==> src/hw/rfid_vwc_pkg.sv <==
package rfid_vwc_pkg;
	// Register byte offsets
	localparam logic [7:0] OFF_CMD    = 8'h00;
	localparam logic [7:0] OFF_PARAM  = 8'h04;
	localparam logic [7:0] OFF_CONFIG = 8'h08;
	localparam logic [7:0] OFF_WDATA  = 8'h0C;
	localparam logic [7:0] OFF_STATUS = 8'h10;
	localparam logic [7:0] OFF_PROG   = 8'h14;
	localparam logic [7:0] OFF_FIFO   = 8'h18;
	localparam logic [7:0] OFF_LEVEL  = 8'h1C;
	localparam logic [7:0] OFF_START  = 8'h20;

	// Command codes
	localparam logic [15:0] CODE_VERIFY      = 16'h0008;
	localparam logic [15:0] CODE_VERIFY_FAST = 16'h2008;
	localparam logic [15:0] CODE_CONT        = 16'h0010;
	localparam logic [15:0] CODE_RESET       = 16'h0041;

	// Error codes
	localparam logic [7:0] ERR_NONE   = 8'h00;
	localparam logic [7:0] ERR_VERIFY = 8'h01;
	localparam logic [7:0] ERR_REJECT = 8'h02;
	localparam logic [7:0] ERR_BUSY   = 8'h03;
	localparam logic [7:0] ERR_OVFL   = 8'h04;

	// Stored continuous command selector
	localparam logic [2:0] CONT_INV  = 3'h0;
	localparam logic [2:0] CONT_READ = 3'h1;
	localparam logic [2:0] CONT_WR   = 3'h2;
	localparam logic [2:0] CONT_INFO = 3'h3;

	// Start-address values enabling tag-present updates
	localparam logic [15:0] SA_HF_CONT = 16'h0003;
	localparam logic [15:0] SA_BUS_0   = 16'h0000;
	localparam logic [15:0] SA_BUS_1   = 16'h0001;

	// Field positions
	localparam int PARAM_LEN_LSB = 8;
	localparam int PARAM_FRAG    = 16;
	localparam int CFG_UHF       = 0;
	localparam int CFG_MULTI     = 1;
	localparam int CFG_AUTO      = 2;
	localparam int CFG_BUS       = 3;
	localparam int CFG_CMD_LSB   = 4;

	// Sizes
	localparam int BUF_BYTES  = 128;
	localparam logic [7:0] LAST_BYTE = 8'h7F;
	localparam int FIFO_WIDTH = 32;
	localparam int FIFO_DEPTH = 16;
	localparam int FIFO_AW    = 4;

	typedef enum logic [1:0] {
		V_IDLE  = 2'b00,
		V_WRITE = 2'b01,
		V_READ  = 2'b11,
		V_FIN   = 2'b10
	} vstate_t;
endpackage : rfid_vwc_pkg
==> src/hw/axil_reg_port.sv <==
`timescale 1ns/1ns
module axil_reg_port (
	input  wire logic        clk_sys,
	input  wire logic        reset_n,
	input  wire logic [7:0]  s_axi_awaddr,
	input  wire logic        s_axi_awvalid,
	output logic             s_axi_awready,
	input  wire logic [31:0] s_axi_wdata,
	input  wire logic [3:0]  s_axi_wstrb,
	input  wire logic        s_axi_wvalid,
	output logic             s_axi_wready,
	output logic [1:0]       s_axi_bresp,
	output logic             s_axi_bvalid,
	input  wire logic        s_axi_bready,
	input  wire logic [7:0]  s_axi_araddr,
	input  wire logic        s_axi_arvalid,
	output logic             s_axi_arready,
	output logic [31:0]      s_axi_rdata,
	output logic [1:0]       s_axi_rresp,
	output logic             s_axi_rvalid,
	input  wire logic        s_axi_rready,
	output logic             wrStb,
	output logic [7:0]       wrAddr,
	output logic [31:0]      wrData,
	output logic [3:0]       wrStrb,
	input  wire logic        wrOk,
	output logic             rdStb,
	output logic [7:0]       rdAddr,
	input  wire logic [31:0] rdData,
	input  wire logic        rdOk
);
	localparam logic [1:0] RESP_OKAY   = 2'b00;
	localparam logic [1:0] RESP_SLVERR = 2'b10;

	assign wrStb  = s_axi_awready && s_axi_awvalid;
	assign wrAddr = s_axi_awaddr;
	assign wrData = s_axi_wdata;
	assign wrStrb = s_axi_wstrb;
	assign rdStb  = s_axi_arready && s_axi_arvalid;
	assign rdAddr = s_axi_araddr;

	// Write: both channels taken together, one cycle later response
	always_ff @(posedge clk_sys or negedge reset_n) begin
		if (!reset_n) begin
			s_axi_awready <= 1'b0;
			s_axi_wready  <= 1'b0;
			s_axi_bvalid  <= 1'b0;
			s_axi_bresp   <= RESP_OKAY;
		end else begin
			s_axi_awready <= s_axi_awvalid && s_axi_wvalid && !s_axi_bvalid
				&& !s_axi_awready;
			s_axi_wready  <= s_axi_awvalid && s_axi_wvalid && !s_axi_bvalid
				&& !s_axi_awready;
			if (wrStb) begin
				s_axi_bvalid <= 1'b1;
				s_axi_bresp  <= wrOk ? RESP_OKAY : RESP_SLVERR;
			end else if (s_axi_bready)
				s_axi_bvalid <= 1'b0;
		end
	end

	// Read: data captured at the address handshake
	always_ff @(posedge clk_sys or negedge reset_n) begin
		if (!reset_n) begin
			s_axi_arready <= 1'b0;
			s_axi_rvalid  <= 1'b0;
			s_axi_rdata   <= 32'h0000_0000;
			s_axi_rresp   <= RESP_OKAY;
		end else begin
			s_axi_arready <= s_axi_arvalid && !s_axi_rvalid && !s_axi_arready;
			if (rdStb) begin
				s_axi_rvalid <= 1'b1;
				s_axi_rdata  <= rdData;
				s_axi_rresp  <= rdOk ? RESP_OKAY : RESP_SLVERR;
			end else if (s_axi_rready)
				s_axi_rvalid <= 1'b0;
		end
	end
endmodule : axil_reg_port

==> src/hw/rfid_result_fifo.sv <==
`timescale 1ns/1ns
module rfid_result_fifo
	import rfid_vwc_pkg::*;
(
	input  wire logic                    clk_sys,
	input  wire logic                    reset_n,
	input  wire logic                    clear,
	input  wire logic                    inValid,
	output logic                         inReady,
	input  wire logic [FIFO_WIDTH-1:0]   inData,
	output logic                         outValid,
	input  wire logic                    outReady,
	output logic [FIFO_WIDTH-1:0]        outData,
	output logic [FIFO_AW:0]             level
);
	logic [FIFO_WIDTH-1:0] mem [FIFO_DEPTH];
	logic [FIFO_AW-1:0]    wrPtr_reg;
	logic [FIFO_AW-1:0]    rdPtr_reg;
	logic [FIFO_AW:0]      count_reg;
	logic                  push;
	logic                  pop;

	// Full refuses, empty answers not valid
	assign inReady  = (count_reg != FIFO_DEPTH[FIFO_AW:0]);
	assign outValid = (count_reg != '0);
	assign outData  = mem[rdPtr_reg];
	assign level    = count_reg;
	assign push     = inValid && inReady && !clear;
	assign pop      = outValid && outReady && !clear;

	// Storage has no reset; pointers guard it
	always_ff @(posedge clk_sys) begin
		if (push)
			mem[wrPtr_reg] <= inData;
	end

	// Pointers and fill count
	always_ff @(posedge clk_sys or negedge reset_n) begin
		if (!reset_n) begin
			wrPtr_reg <= '0;
			rdPtr_reg <= '0;
			count_reg <= '0;
		end else if (clear) begin
			wrPtr_reg <= '0;
			rdPtr_reg <= '0;
			count_reg <= '0;
		end else begin
			if (push)
				wrPtr_reg <= wrPtr_reg + 1'b1;
			if (pop)
				rdPtr_reg <= rdPtr_reg + 1'b1;
			if (push && !pop)
				count_reg <= count_reg + 1'b1;
			else if (pop && !push)
				count_reg <= count_reg - 1'b1;
		end
	end
endmodule : rfid_result_fifo

==> src/hw/rfid_verify_write_continuous_cmd.sv <==
// Notes on behaviour
// Verify-write codes 0x0008 and fast 0x2008; response echoes code 8.
// Written bytes are read back and compared; mismatch gives an error code.
// Write-fragment 1 means fragmented transfer, 0 a single transfer.
// Controller puts UID/EPC first in write data; payload follows to 127.
// Bytes-available grows while the verified write runs.
// Verify response carries code 8 and read-fragment number zero.
// HF continuous mode refused when multitag handling is selected.
// Controller picks a fixed tag type; no auto-detect with continuous mode.
// Stored command runs by itself on each tag entering the field.
// In HF bus mode all active heads run the command together.
// Stored command: HF write/read/inventory/tag-info; UHF no tag-info.
// Continuous mode runs until stopped; reset command stops it.
// Reset command discards all read data held for the controller.
// Restart of continuous mode deletes the earlier session's results.
// Head results queue in the FIFO until the controller reads them.
// Tag already present at start is skipped; wait for next tag.
// HF continuous: tag-present updated only when start address is 3.
// HF bus continuous: tag-present updated only for start address 0 or 1.
// UHF continuous: tag-present never updated.
// UHF continuous parameters are set in the reader, not here.
// Full FIFO keeps entries and flags an overflow error.
`timescale 1ns/1ns
module rfid_verify_write_continuous_cmd
	import rfid_vwc_pkg::*;
(
	input  wire logic        clk_sys,
	input  wire logic        reset_n,
	input  wire logic [7:0]  s_axi_awaddr,
	input  wire logic        s_axi_awvalid,
	output logic             s_axi_awready,
	input  wire logic [31:0] s_axi_wdata,
	input  wire logic [3:0]  s_axi_wstrb,
	input  wire logic        s_axi_wvalid,
	output logic             s_axi_wready,
	output logic [1:0]       s_axi_bresp,
	output logic             s_axi_bvalid,
	input  wire logic        s_axi_bready,
	input  wire logic [7:0]  s_axi_araddr,
	input  wire logic        s_axi_arvalid,
	output logic             s_axi_arready,
	output logic [31:0]      s_axi_rdata,
	output logic [1:0]       s_axi_rresp,
	output logic             s_axi_rvalid,
	input  wire logic        s_axi_rready,
	output logic             headOpReq,
	output logic             headOpWrite,
	output logic [15:0]      headAddr,
	output logic [7:0]       headWrData,
	input  wire logic        headAck,
	input  wire logic [7:0]  headRdData,
	input  wire logic        headTagPresent,
	output logic             headExec,
	output logic             headBusAll,
	output logic [2:0]       headContCmd,
	input  wire logic        headResValid,
	input  wire logic [31:0] headResData
);
	logic        wrStb, rdStb, wrOk, rdOk;
	logic [7:0]  wrAddr, rdAddr;
	logic [31:0] wrData, rdData;
	logic [3:0]  wrStrb;
	logic [7:0]  wbuf [BUF_BYTES];
	logic [6:0]  winPtr_reg;
	logic [31:0] param_reg, config_reg;
	logic [15:0] start_reg, respCode_reg, fragOfs_reg;
	logic [7:0]  errCode_reg, bytesAvail_reg, idx_reg, fragNo_reg;
	logic        tagInRange_reg, contRunning_reg, tagPrev_reg, overflow_reg;
	logic        mismatch_reg, headOpReq_reg, headOpWrite_reg, headExec_reg;
	logic [15:0] headAddr_reg;
	logic [7:0]  headWrData_reg;
	logic        headBusAll_reg;
	vstate_t     vState_reg;
	logic        cmdStb, isVerify, contStart, resetCmd, contBad, fifoClear;
	logic        fifoReady, fifoValid, fifoPop;
	logic [31:0] fifoData;
	logic [FIFO_AW:0] fifoLevel;
	logic [7:0]  uidLen, payLen, bufIdx;
	logic        uhf, multi, autoType, busMode, tagRise, tagUpdOk;
	logic [2:0]  contSel;

	//////////////////////////////////////////////////////////////////////
	// Bus slave and register decode

	axil_reg_port u_bus (
		.clk_sys       (clk_sys),
		.reset_n       (reset_n),
		.s_axi_awaddr  (s_axi_awaddr),
		.s_axi_awvalid (s_axi_awvalid),
		.s_axi_awready (s_axi_awready),
		.s_axi_wdata   (s_axi_wdata),
		.s_axi_wstrb   (s_axi_wstrb),
		.s_axi_wvalid  (s_axi_wvalid),
		.s_axi_wready  (s_axi_wready),
		.s_axi_bresp   (s_axi_bresp),
		.s_axi_bvalid  (s_axi_bvalid),
		.s_axi_bready  (s_axi_bready),
		.s_axi_araddr  (s_axi_araddr),
		.s_axi_arvalid (s_axi_arvalid),
		.s_axi_arready (s_axi_arready),
		.s_axi_rdata   (s_axi_rdata),
		.s_axi_rresp   (s_axi_rresp),
		.s_axi_rvalid  (s_axi_rvalid),
		.s_axi_rready  (s_axi_rready),
		.wrStb         (wrStb),
		.wrAddr        (wrAddr),
		.wrData        (wrData),
		.wrStrb        (wrStrb),
		.wrOk          (wrOk),
		.rdStb         (rdStb),
		.rdAddr        (rdAddr),
		.rdData        (rdData),
		.rdOk          (rdOk)
	);

	// Address decode shared by both directions
	function automatic logic mapped(input logic [7:0] a);
		mapped = (a <= OFF_START) && (a[1:0] == 2'b00);
	endfunction : mapped

	assign wrOk = mapped(wrAddr);
	assign rdOk = mapped(rdAddr);

	// Read mux; FIFO read pops one result
	always_comb begin
		rdData = 32'h0000_0000;
		case (rdAddr)
			OFF_PARAM:  rdData = param_reg;
			OFF_CONFIG: rdData = config_reg;
			OFF_START:  rdData = {16'h0000, start_reg};
			OFF_STATUS: rdData = {4'h0, overflow_reg, contRunning_reg,
				(vState_reg != V_IDLE), tagInRange_reg, errCode_reg,
				respCode_reg};
			OFF_PROG:   rdData = {16'h0000, fragNo_reg, bytesAvail_reg};
			OFF_FIFO:   rdData = fifoValid ? fifoData : 32'h0000_0000;
			OFF_LEVEL:  rdData = {{(31-FIFO_AW){1'b0}}, fifoLevel};
			default:    rdData = 32'h0000_0000;
		endcase
	end
	assign fifoPop = rdStb && (rdAddr == OFF_FIFO);

	// Field views
	assign uidLen   = param_reg[7:0];
	assign payLen   = param_reg[PARAM_LEN_LSB +: 8];
	assign uhf      = config_reg[CFG_UHF];
	assign multi    = config_reg[CFG_MULTI];
	assign autoType = config_reg[CFG_AUTO];
	assign busMode  = config_reg[CFG_BUS];
	assign contSel  = config_reg[CFG_CMD_LSB +: 3];
	assign bufIdx   = (9'(uidLen) + 9'(idx_reg) > 9'(LAST_BYTE)) ? LAST_BYTE
		: 8'(uidLen + idx_reg);

	// Command decode
	assign cmdStb    = wrStb && (wrAddr == OFF_CMD);
	assign isVerify  = (wrData[15:0] == CODE_VERIFY)
		|| (wrData[15:0] == CODE_VERIFY_FAST);
	assign resetCmd  = cmdStb && (wrData[15:0] == CODE_RESET);
	assign contBad   = (!uhf && multi) || autoType
		|| (contSel > CONT_INFO)
		|| (uhf && contSel == CONT_INFO);
	assign contStart = cmdStb && (wrData[15:0] == CODE_CONT) && !contBad
		&& (vState_reg == V_IDLE);
	assign fifoClear = resetCmd || contStart;

	// Parameter registers; frozen while continuous mode runs
	always_ff @(posedge clk_sys or negedge reset_n) begin
		if (!reset_n) begin
			param_reg  <= 32'h0000_0000;
			config_reg <= 32'h0000_0000;
			start_reg  <= 16'h0000;
		end else if (wrStb && !contRunning_reg) begin
			if (wrAddr == OFF_PARAM)
				param_reg <= wrData;
			if (wrAddr == OFF_CONFIG)
				config_reg <= wrData;
			if (wrAddr == OFF_START)
				start_reg <= wrData[15:0];
		end
	end

	// Write-data window, pointer rewinds at each command
	always_ff @(posedge clk_sys or negedge reset_n) begin
		if (!reset_n)
			winPtr_reg <= 7'h00;
		else if (cmdStb)
			winPtr_reg <= 7'h00;
		else if (wrStb && wrAddr == OFF_WDATA)
			winPtr_reg <= winPtr_reg + 7'h01;
	end
	always_ff @(posedge clk_sys) begin
		if (wrStb && wrAddr == OFF_WDATA && wrStrb[0])
			wbuf[winPtr_reg] <= wrData[7:0];
	end

	//////////////////////////////////////////////////////////////////////
	// Verified write sequencer

	// Write all payload bytes, then read back and compare
	always_ff @(posedge clk_sys or negedge reset_n) begin
		if (!reset_n) begin
			vState_reg      <= V_IDLE;
			idx_reg         <= 8'h00;
			mismatch_reg    <= 1'b0;
			headOpReq_reg   <= 1'b0;
			headOpWrite_reg <= 1'b0;
		end else begin
			case (vState_reg)
				V_IDLE: begin
					if (cmdStb && isVerify && !contRunning_reg) begin
						idx_reg      <= 8'h00;
						mismatch_reg <= 1'b0;
						vState_reg   <= (payLen == 8'h00) ? V_FIN : V_WRITE;
						headOpReq_reg   <= (payLen != 8'h00);
						headOpWrite_reg <= 1'b1;
					end
				end
				V_WRITE: begin
					if (headAck) begin
						if (idx_reg + 8'h01 == payLen) begin
							idx_reg         <= 8'h00;
							headOpWrite_reg <= 1'b0;
							vState_reg      <= V_READ;
						end else
							idx_reg <= idx_reg + 8'h01;
					end
				end
				V_READ: begin
					if (headAck) begin
						if (headRdData != wbuf[bufIdx[6:0]])
							mismatch_reg <= 1'b1;
						if (idx_reg + 8'h01 == payLen) begin
							headOpReq_reg <= 1'b0;
							vState_reg    <= V_FIN;
						end else
							idx_reg <= idx_reg + 8'h01;
					end
				end
				V_FIN: vState_reg <= V_IDLE;
				default: vState_reg <= V_IDLE;
			endcase
		end
	end

	// Head address and write byte track the index
	always_ff @(posedge clk_sys or negedge reset_n) begin
		if (!reset_n) begin
			headAddr_reg   <= 16'h0000;
			headWrData_reg <= 8'h00;
		end else begin
			headAddr_reg   <= start_reg + fragOfs_reg + {8'h00, idx_reg};
			headWrData_reg <= wbuf[bufIdx[6:0]];
		end
	end

	// Fragment offset: fragmented transfers append, single restarts
	always_ff @(posedge clk_sys or negedge reset_n) begin
		if (!reset_n) begin
			fragOfs_reg <= 16'h0000;
			fragNo_reg  <= 8'h00;
		end else if (vState_reg == V_FIN) begin
			if (param_reg[PARAM_FRAG]) begin
				fragOfs_reg <= fragOfs_reg + {8'h00, payLen};
				fragNo_reg  <= fragNo_reg + 8'h01;
			end else begin
				fragOfs_reg <= 16'h0000;
				fragNo_reg  <= 8'h00;
			end
		end
	end

	// Progress grows per written byte, not only at the end
	always_ff @(posedge clk_sys or negedge reset_n) begin
		if (!reset_n)
			bytesAvail_reg <= 8'h00;
		else if (vState_reg == V_IDLE && cmdStb && isVerify)
			bytesAvail_reg <= 8'h00;
		else if (vState_reg == V_WRITE && headAck)
			bytesAvail_reg <= bytesAvail_reg + 8'h01;
	end

	// Response code and error code
	always_ff @(posedge clk_sys or negedge reset_n) begin
		if (!reset_n) begin
			respCode_reg <= 16'h0000;
			errCode_reg  <= ERR_NONE;
		end else if (vState_reg == V_FIN) begin
			respCode_reg <= CODE_VERIFY;
			errCode_reg  <= mismatch_reg ? ERR_VERIFY : ERR_NONE;
		end else if (cmdStb && !isVerify) begin
			respCode_reg <= wrData[15:0];
			errCode_reg  <= (resetCmd || contStart) ? ERR_NONE
				: (wrData[15:0] == CODE_CONT) ? ERR_REJECT : ERR_BUSY;
		end else if (cmdStb && (vState_reg != V_IDLE || contRunning_reg))
			errCode_reg <= ERR_BUSY;
		else if (overflow_reg)
			errCode_reg <= ERR_OVFL;
	end

	//////////////////////////////////////////////////////////////////////
	// Continuous mode

	assign tagRise = headTagPresent && !tagPrev_reg;

	// Run flag; reset command is the only stop
	always_ff @(posedge clk_sys or negedge reset_n) begin
		if (!reset_n)
			contRunning_reg <= 1'b0;
		else if (resetCmd)
			contRunning_reg <= 1'b0;
		else if (contStart)
			contRunning_reg <= 1'b1;
	end

	// Edge register follows the tag every cycle, so a resident tag is skipped
	always_ff @(posedge clk_sys or negedge reset_n) begin
		if (!reset_n) begin
			tagPrev_reg    <= 1'b0;
			headExec_reg   <= 1'b0;
			headBusAll_reg <= 1'b0;
		end else begin
			tagPrev_reg    <= headTagPresent;
			headExec_reg   <= contRunning_reg && !contStart && tagRise;
			headBusAll_reg <= contRunning_reg && busMode && !uhf;
		end
	end

	// Tag-present indication gated by mode and start address
	assign tagUpdOk = !contRunning_reg ? 1'b1
		: uhf ? 1'b0
		: busMode ? (start_reg == SA_BUS_0 || start_reg == SA_BUS_1)
		: (start_reg == SA_HF_CONT);
	always_ff @(posedge clk_sys or negedge reset_n) begin
		if (!reset_n)
			tagInRange_reg <= 1'b0;
		else if (tagUpdOk)
			tagInRange_reg <= headTagPresent;
	end

	// Sticky overflow; a new overflow beats the clear
	always_ff @(posedge clk_sys or negedge reset_n) begin
		if (!reset_n)
			overflow_reg <= 1'b0;
		else if (headResValid && !fifoReady && contRunning_reg)
			overflow_reg <= 1'b1;
		else if (fifoClear)
			overflow_reg <= 1'b0;
	end

	// Results held until the controller reads them
	rfid_result_fifo u_fifo (
		.clk_sys  (clk_sys),
		.reset_n  (reset_n),
		.clear    (fifoClear),
		.inValid  (headResValid && contRunning_reg),
		.inReady  (fifoReady),
		.inData   (headResData),
		.outValid (fifoValid),
		.outReady (fifoPop),
		.outData  (fifoData),
		.level    (fifoLevel)
	);

	assign headOpReq   = headOpReq_reg;
	assign headOpWrite = headOpWrite_reg;
	assign headAddr    = headAddr_reg;
	assign headWrData  = headWrData_reg;
	assign headExec    = headExec_reg;
	assign headBusAll  = headBusAll_reg;
	assign headContCmd = config_reg[CFG_CMD_LSB +: 3];
endmodule : rfid_verify_write_continuous_cmd

==> config.mk <==
export PLATFORM = sky130hd
export DESIGN_NAME = rfid_verify_write_continuous_cmd
export DESIGN_NICKNAME = d
export VERILOG_FILES = /design/src/hw/rfid_vwc_pkg.sv /design/src/hw/axil_reg_port.sv /design/src/hw/rfid_result_fifo.sv /design/src/hw/rfid_verify_write_continuous_cmd.sv
export SDC_FILE = /design/constraint.sdc
export NUM_CORES = 2
export LEC_CHECK = 0
export BUFFER_PORTS_ARGS = -buffer_cell sky130_fd_sc_hd__buf_2
export CAP_MARGIN = 20
export CORE_AREA = 2 2 431 433
export CTS_BUF_LIST = sky130_fd_sc_hd__clkbuf_4
export CTS_CLUSTER_DIAMETER = 100
export DETAILED_ROUTE_END_ITERATION = 7
export DIE_AREA = 0 0 433 435
export PLACE_DENSITY_LB_ADDON = 0.3
export SLEW_MARGIN = 40
export SYNTH_ARGS = -nofsm -noshare
export SYNTH_HDL_FRONTEND = slang
export SYNTH_SLANG_ARGS = --single-unit
==> constraint.sdc <==
create_clock -name clk_sys -period 4.3 [get_ports clk_sys]
set_input_delay 0.215 -clock clk_sys [delete_from_list [all_inputs] [get_ports clk_sys]]
set_output_delay 0.215 -clock clk_sys [all_outputs]
set_load 0.1 [all_outputs]
==> impl_results.md <==
- Dominant synthesized flop cell: edfxtp_1
- TritonCTS clock tree: done
- Synth Area in Compound Gates: ~8.5%
- Metal2 WL: 111,000 um
- Endpoints failing setup: 1
- Status: finished, violations left
- Cell with the most instances after synthesis: edfxtp_1
- Hold WC Path Type: input pin to flip-flop
- CP Launch Type: flip-flop
- YS warnings: 0
- Leakage: about 32 nW
- NumNets Final: a little over 6,000
- Final worst-path cycle share: 102%
- Area delta synth->final: 23.4%
- Dpl cells: 7,729
- CP endpoint kind: flip-flop
- Violated checks: negative setup slack
- Sequential area share after synthesis: 71.1%
- Xor/xnor share of the synthesized area: less than 1%
- DR vias/cell: 5.69
- Fraction of registers with async set/reset: 13.1%
- Post-Synth Simple-Gate Area: 7.54%
- Routed len/inst: 26.8 um
- Number of synthesized flops with an enable pin: 1,536
- Final Wtd Congestion: 0.928
- Area post-placement: 80,900 sq um
- GRT Util Overall: 24.8%
- Detail Route Antenna Nets: 0
- Peak supply drop: 320 uV
- Share of layout cells above drive strength 1: 29.9%
- Synth Instances: 4,799
- Top cells by count, synth: edfxtp_1, nand2_1, nor2_1
- Wire length on met1: 91,600 um
- FP Rows: 158
- Synth unique cells: 104
- Register area: approximately 52,000 sq um
- Largest net degree at the start of global routing: 133
- FF-to-FF End: mismatch_reg$_DFFE_PN0P_
- Synth Area in Adders: 1.17%
- Max-Slew Margin vs Limit: 39.1%
- Drt first-iter violations: 5,736
- Io pins: roughly 170
- CTS Buf Count: between 400 and 500
- Largest family of logic cells by synthesized area: multiplexers
- Worst setup margin: -0.0753 ns
- WL met3: 22,000 um
- Syn_area_per_cell: approximately 15 sq um
- Filler cell count: around 16,000
- Clock buffer depth: 4
- # clock sinks: 1,768
- Hold Path Sink: respCode_reg[3]$_DFFE_PN0P_
- IO Port Bufs: 168
- MaxCap Viol Count: 0
- Highest Signal Layer: met5
- Starting density of the core: 39.7%
- HP Start: s_axi_wdata[3]
- Drt first pass iters: 6
- Finished Cell Area: approximately 90,000 sq um
- Syn Std Cell Area: 73,100 sq um
- Chip height: 435 um
- Via count: 50,228
- Die width: 433 um
- Post-synth top area share: between 60% and 70%
- PwrDens: 406 nW/um^2
- Post-synthesis mux area share: just under 9%
- Root buf cell: clkbuf_4
- Clock-pin slew on the worst setup and hold paths: 0.08 ns
- Drc violations: 0
- Worst Setup Path Type: flip-flop to flip-flop
- Worst-margin pin slew: 0.910 ns
- Vias in the first global route: between 40,000 and 50,000
- WHS Path Cells: 5
- Synthesis-stage register bit count: between 1,500 and 2,000
- Area of the multi-input gates: between 20,000 and 25,000 sq um
- Critical path peak fanout: 18
- Core ar.: 184,000 sq um
- Global-route wire length before repair: 340,000 um
- Die area: 188,000 sq um
- RSZ-0062 raised after global routing: yes
- Worst Reg-to-Reg Cells: 20
- Max FFs per register: between 1,000 and 1,500
- Clk_lat worst skew: 1.46 ns
- WL final: 237,000 um
- Detailed-placement wirelength estimate: 150,000 um
- Max Clock Skew: 0.164 ns
- Initial antenna violation count: 17
- Worst r2r src: param_reg[0]$_DFFE_PN0P_
- CP required: around 5.6 ns
- Top reg by flops: wbuf
- Synth area leaders: edfxtp_1, dfrtp_1, mux4_2
- Final Critical Period: 4.38 ns
- Finished Layout Cells: 8,827
- Flop-to-flop setup slack: -0.08 ns
- WHS: 0.0624 ns
- CP arrival: 5.68 ns
- Max Freq: 0.229 GHz
- Top flop regs: wbuf: 1024 flops, u_fifo.mem: 512 flops
- H-tree depth reported by CTS: 5
- Leading area contributor after synthesis: edfxtp_1
- GRT overflow: 0
- Max Slew Vio Count: 0
- Final Hold Viols: 0
placed cells by master (no fill, tap or decap), types with 37 or more instances in the layout:
master,instances
ha_1,47
buf_2,160
buf_12,49
a22oi_1,39
nand2_1,533
a21oi_1,176
nor3_1,37
clkbuf_4,682
inv_1,41
mux2i_1,217
dfrtp_1,227
edfxtp_1,1536
o21ai_0,129
clkinv_1,79
buf_4,551
o22ai_1,43
nor2b_1,45
mux4_2,128
nor2_1,239
a211oi_1,77
nand3_1,173
mux2_2,116
a221oi_1,73
dlygate4sd3_1,246
routing by layer:
layer,global-route usage (%),up-vias
met2,38.9,2797
met4,12.2,14
met3,5.35,611
li1,-,21481
met5,0,-
met1,32.6,25325
what timing repair did:
| action | in CTS | in global routing |
|---|---|---|
| endpoints found under the hold margin | 2678 | 3 |
| cloned | 6 | 0 |
| setup endpoints to repair | 6 | 27 |
| pin swaps | 27 | 21 |
| hold buffers | 247 | 1 |
| gates resized for setup | 71 | 33 |
| setup buffers | 30 | 16 |
stage by stage:
| stage | power (mW) | utilization (%) | setup WS [ns] | setup TNS [ns] |
|---|---|---|---|---|
| 2_1_floorplan | 20.7 | - | 0.0999 | 0 |
| 4_1_cts | 36.7 | 48.8 | 0.0000138 | 0 |
| 6_report | 36.6 | 49.0 | -0.0753 | -0.0753 |
| 5_1_grt | 37.9 | 49.0 | -0.188 | -0.196 |
| 3_3_place_gp | 22.4 | 43.8 | -0.768 | -1.02 |
| 3_5_place_dp | 22.5 | 43.9 | -0.838 | -1.15 |
layout make-up:
| class | instances | share of cell area, % |
|---|---|---|
| clock inverters | 99 | 0.525 |
| clock buffers | 682 | 5.68 |
| repair buffers | 1040 | 10.0 |
| well taps | 2480 | 3.44 |
| flip-flops and latches | 1768 | 57.6 |
| diodes | 18 | 0.0500 |
| multi-input cells | 2698 | 22.5 |
| inverters | 42 | 0.175 |
how the worst max path moves through the flow:
stage                             endpoint  cells after the start                    startpoint
2_1_floorplan  u_fifo.level[4]$_DFFE_PN0P_                     19  u_bus.s_axi_wready$_DFF_PN0_
3_3_place_gp      mismatch_reg$_DFFE_PN0P_                     17      param_reg[0]$_DFFE_PN0P_
3_5_place_dp      mismatch_reg$_DFFE_PN0P_                     17      param_reg[0]$_DFFE_PN0P_
4_1_cts           mismatch_reg$_DFFE_PN0P_                     16        idx_reg[4]$_DFFE_PN0P_
5_1_grt           mismatch_reg$_DFFE_PN0P_                     20      param_reg[0]$_DFFE_PN0P_
6_report          mismatch_reg$_DFFE_PN0P_                     20      param_reg[0]$_DFFE_PN0P_
cells by family (layout without fill, tap and decap cells):
logic type / count (synthesis) / count (layout)
other: 1 / 20
muxes: 466 / 466
xor gates and xnor gates: 68 / 68
and+or+nand+nor: 1226 / 1226
adders and majority gates: 61 / 61
DFF: 1768 / 1768
AOI/OAI and AO/OA: 875 / 875
buffers and inverters: 334 / 1863
worst max-delay path, stage by stage (launching register included):
cell	delay [ns]
dfrtp_1	0.39
ha_4	0.15
inv_1	0.05
fa_2	0.37
xnor2_2	0.18
or3_4	0.37
a21oi_4	0.24
buf_12	0.15
buf_6	0.12
buf_12	0.19
buf_4	0.19
nand2_1	0.06
nand3_1	0.07
nand3_1	0.12
a211oi_1	0.31
buf_4	0.23
o21ai_0	0.10
o32ai_2	0.36
xnor2_1	0.22
nand3_1	0.13
o31a_1	0.25
power breakdown:
group | leakage (nW) | internal, mW | switching, mW | total (mW)
combinational | 11.8 | 1.32 | 2.46 | 3.78
clock | 3.37 | 7.35 | 6.75 | 14.1
sequential | 17.0 | 18.7 | 0.0446 | 18.7
total | 32.1 | 27.4 | 9.26 | 36.6
No activity file was read; power rests on OpenSTA's default activity.
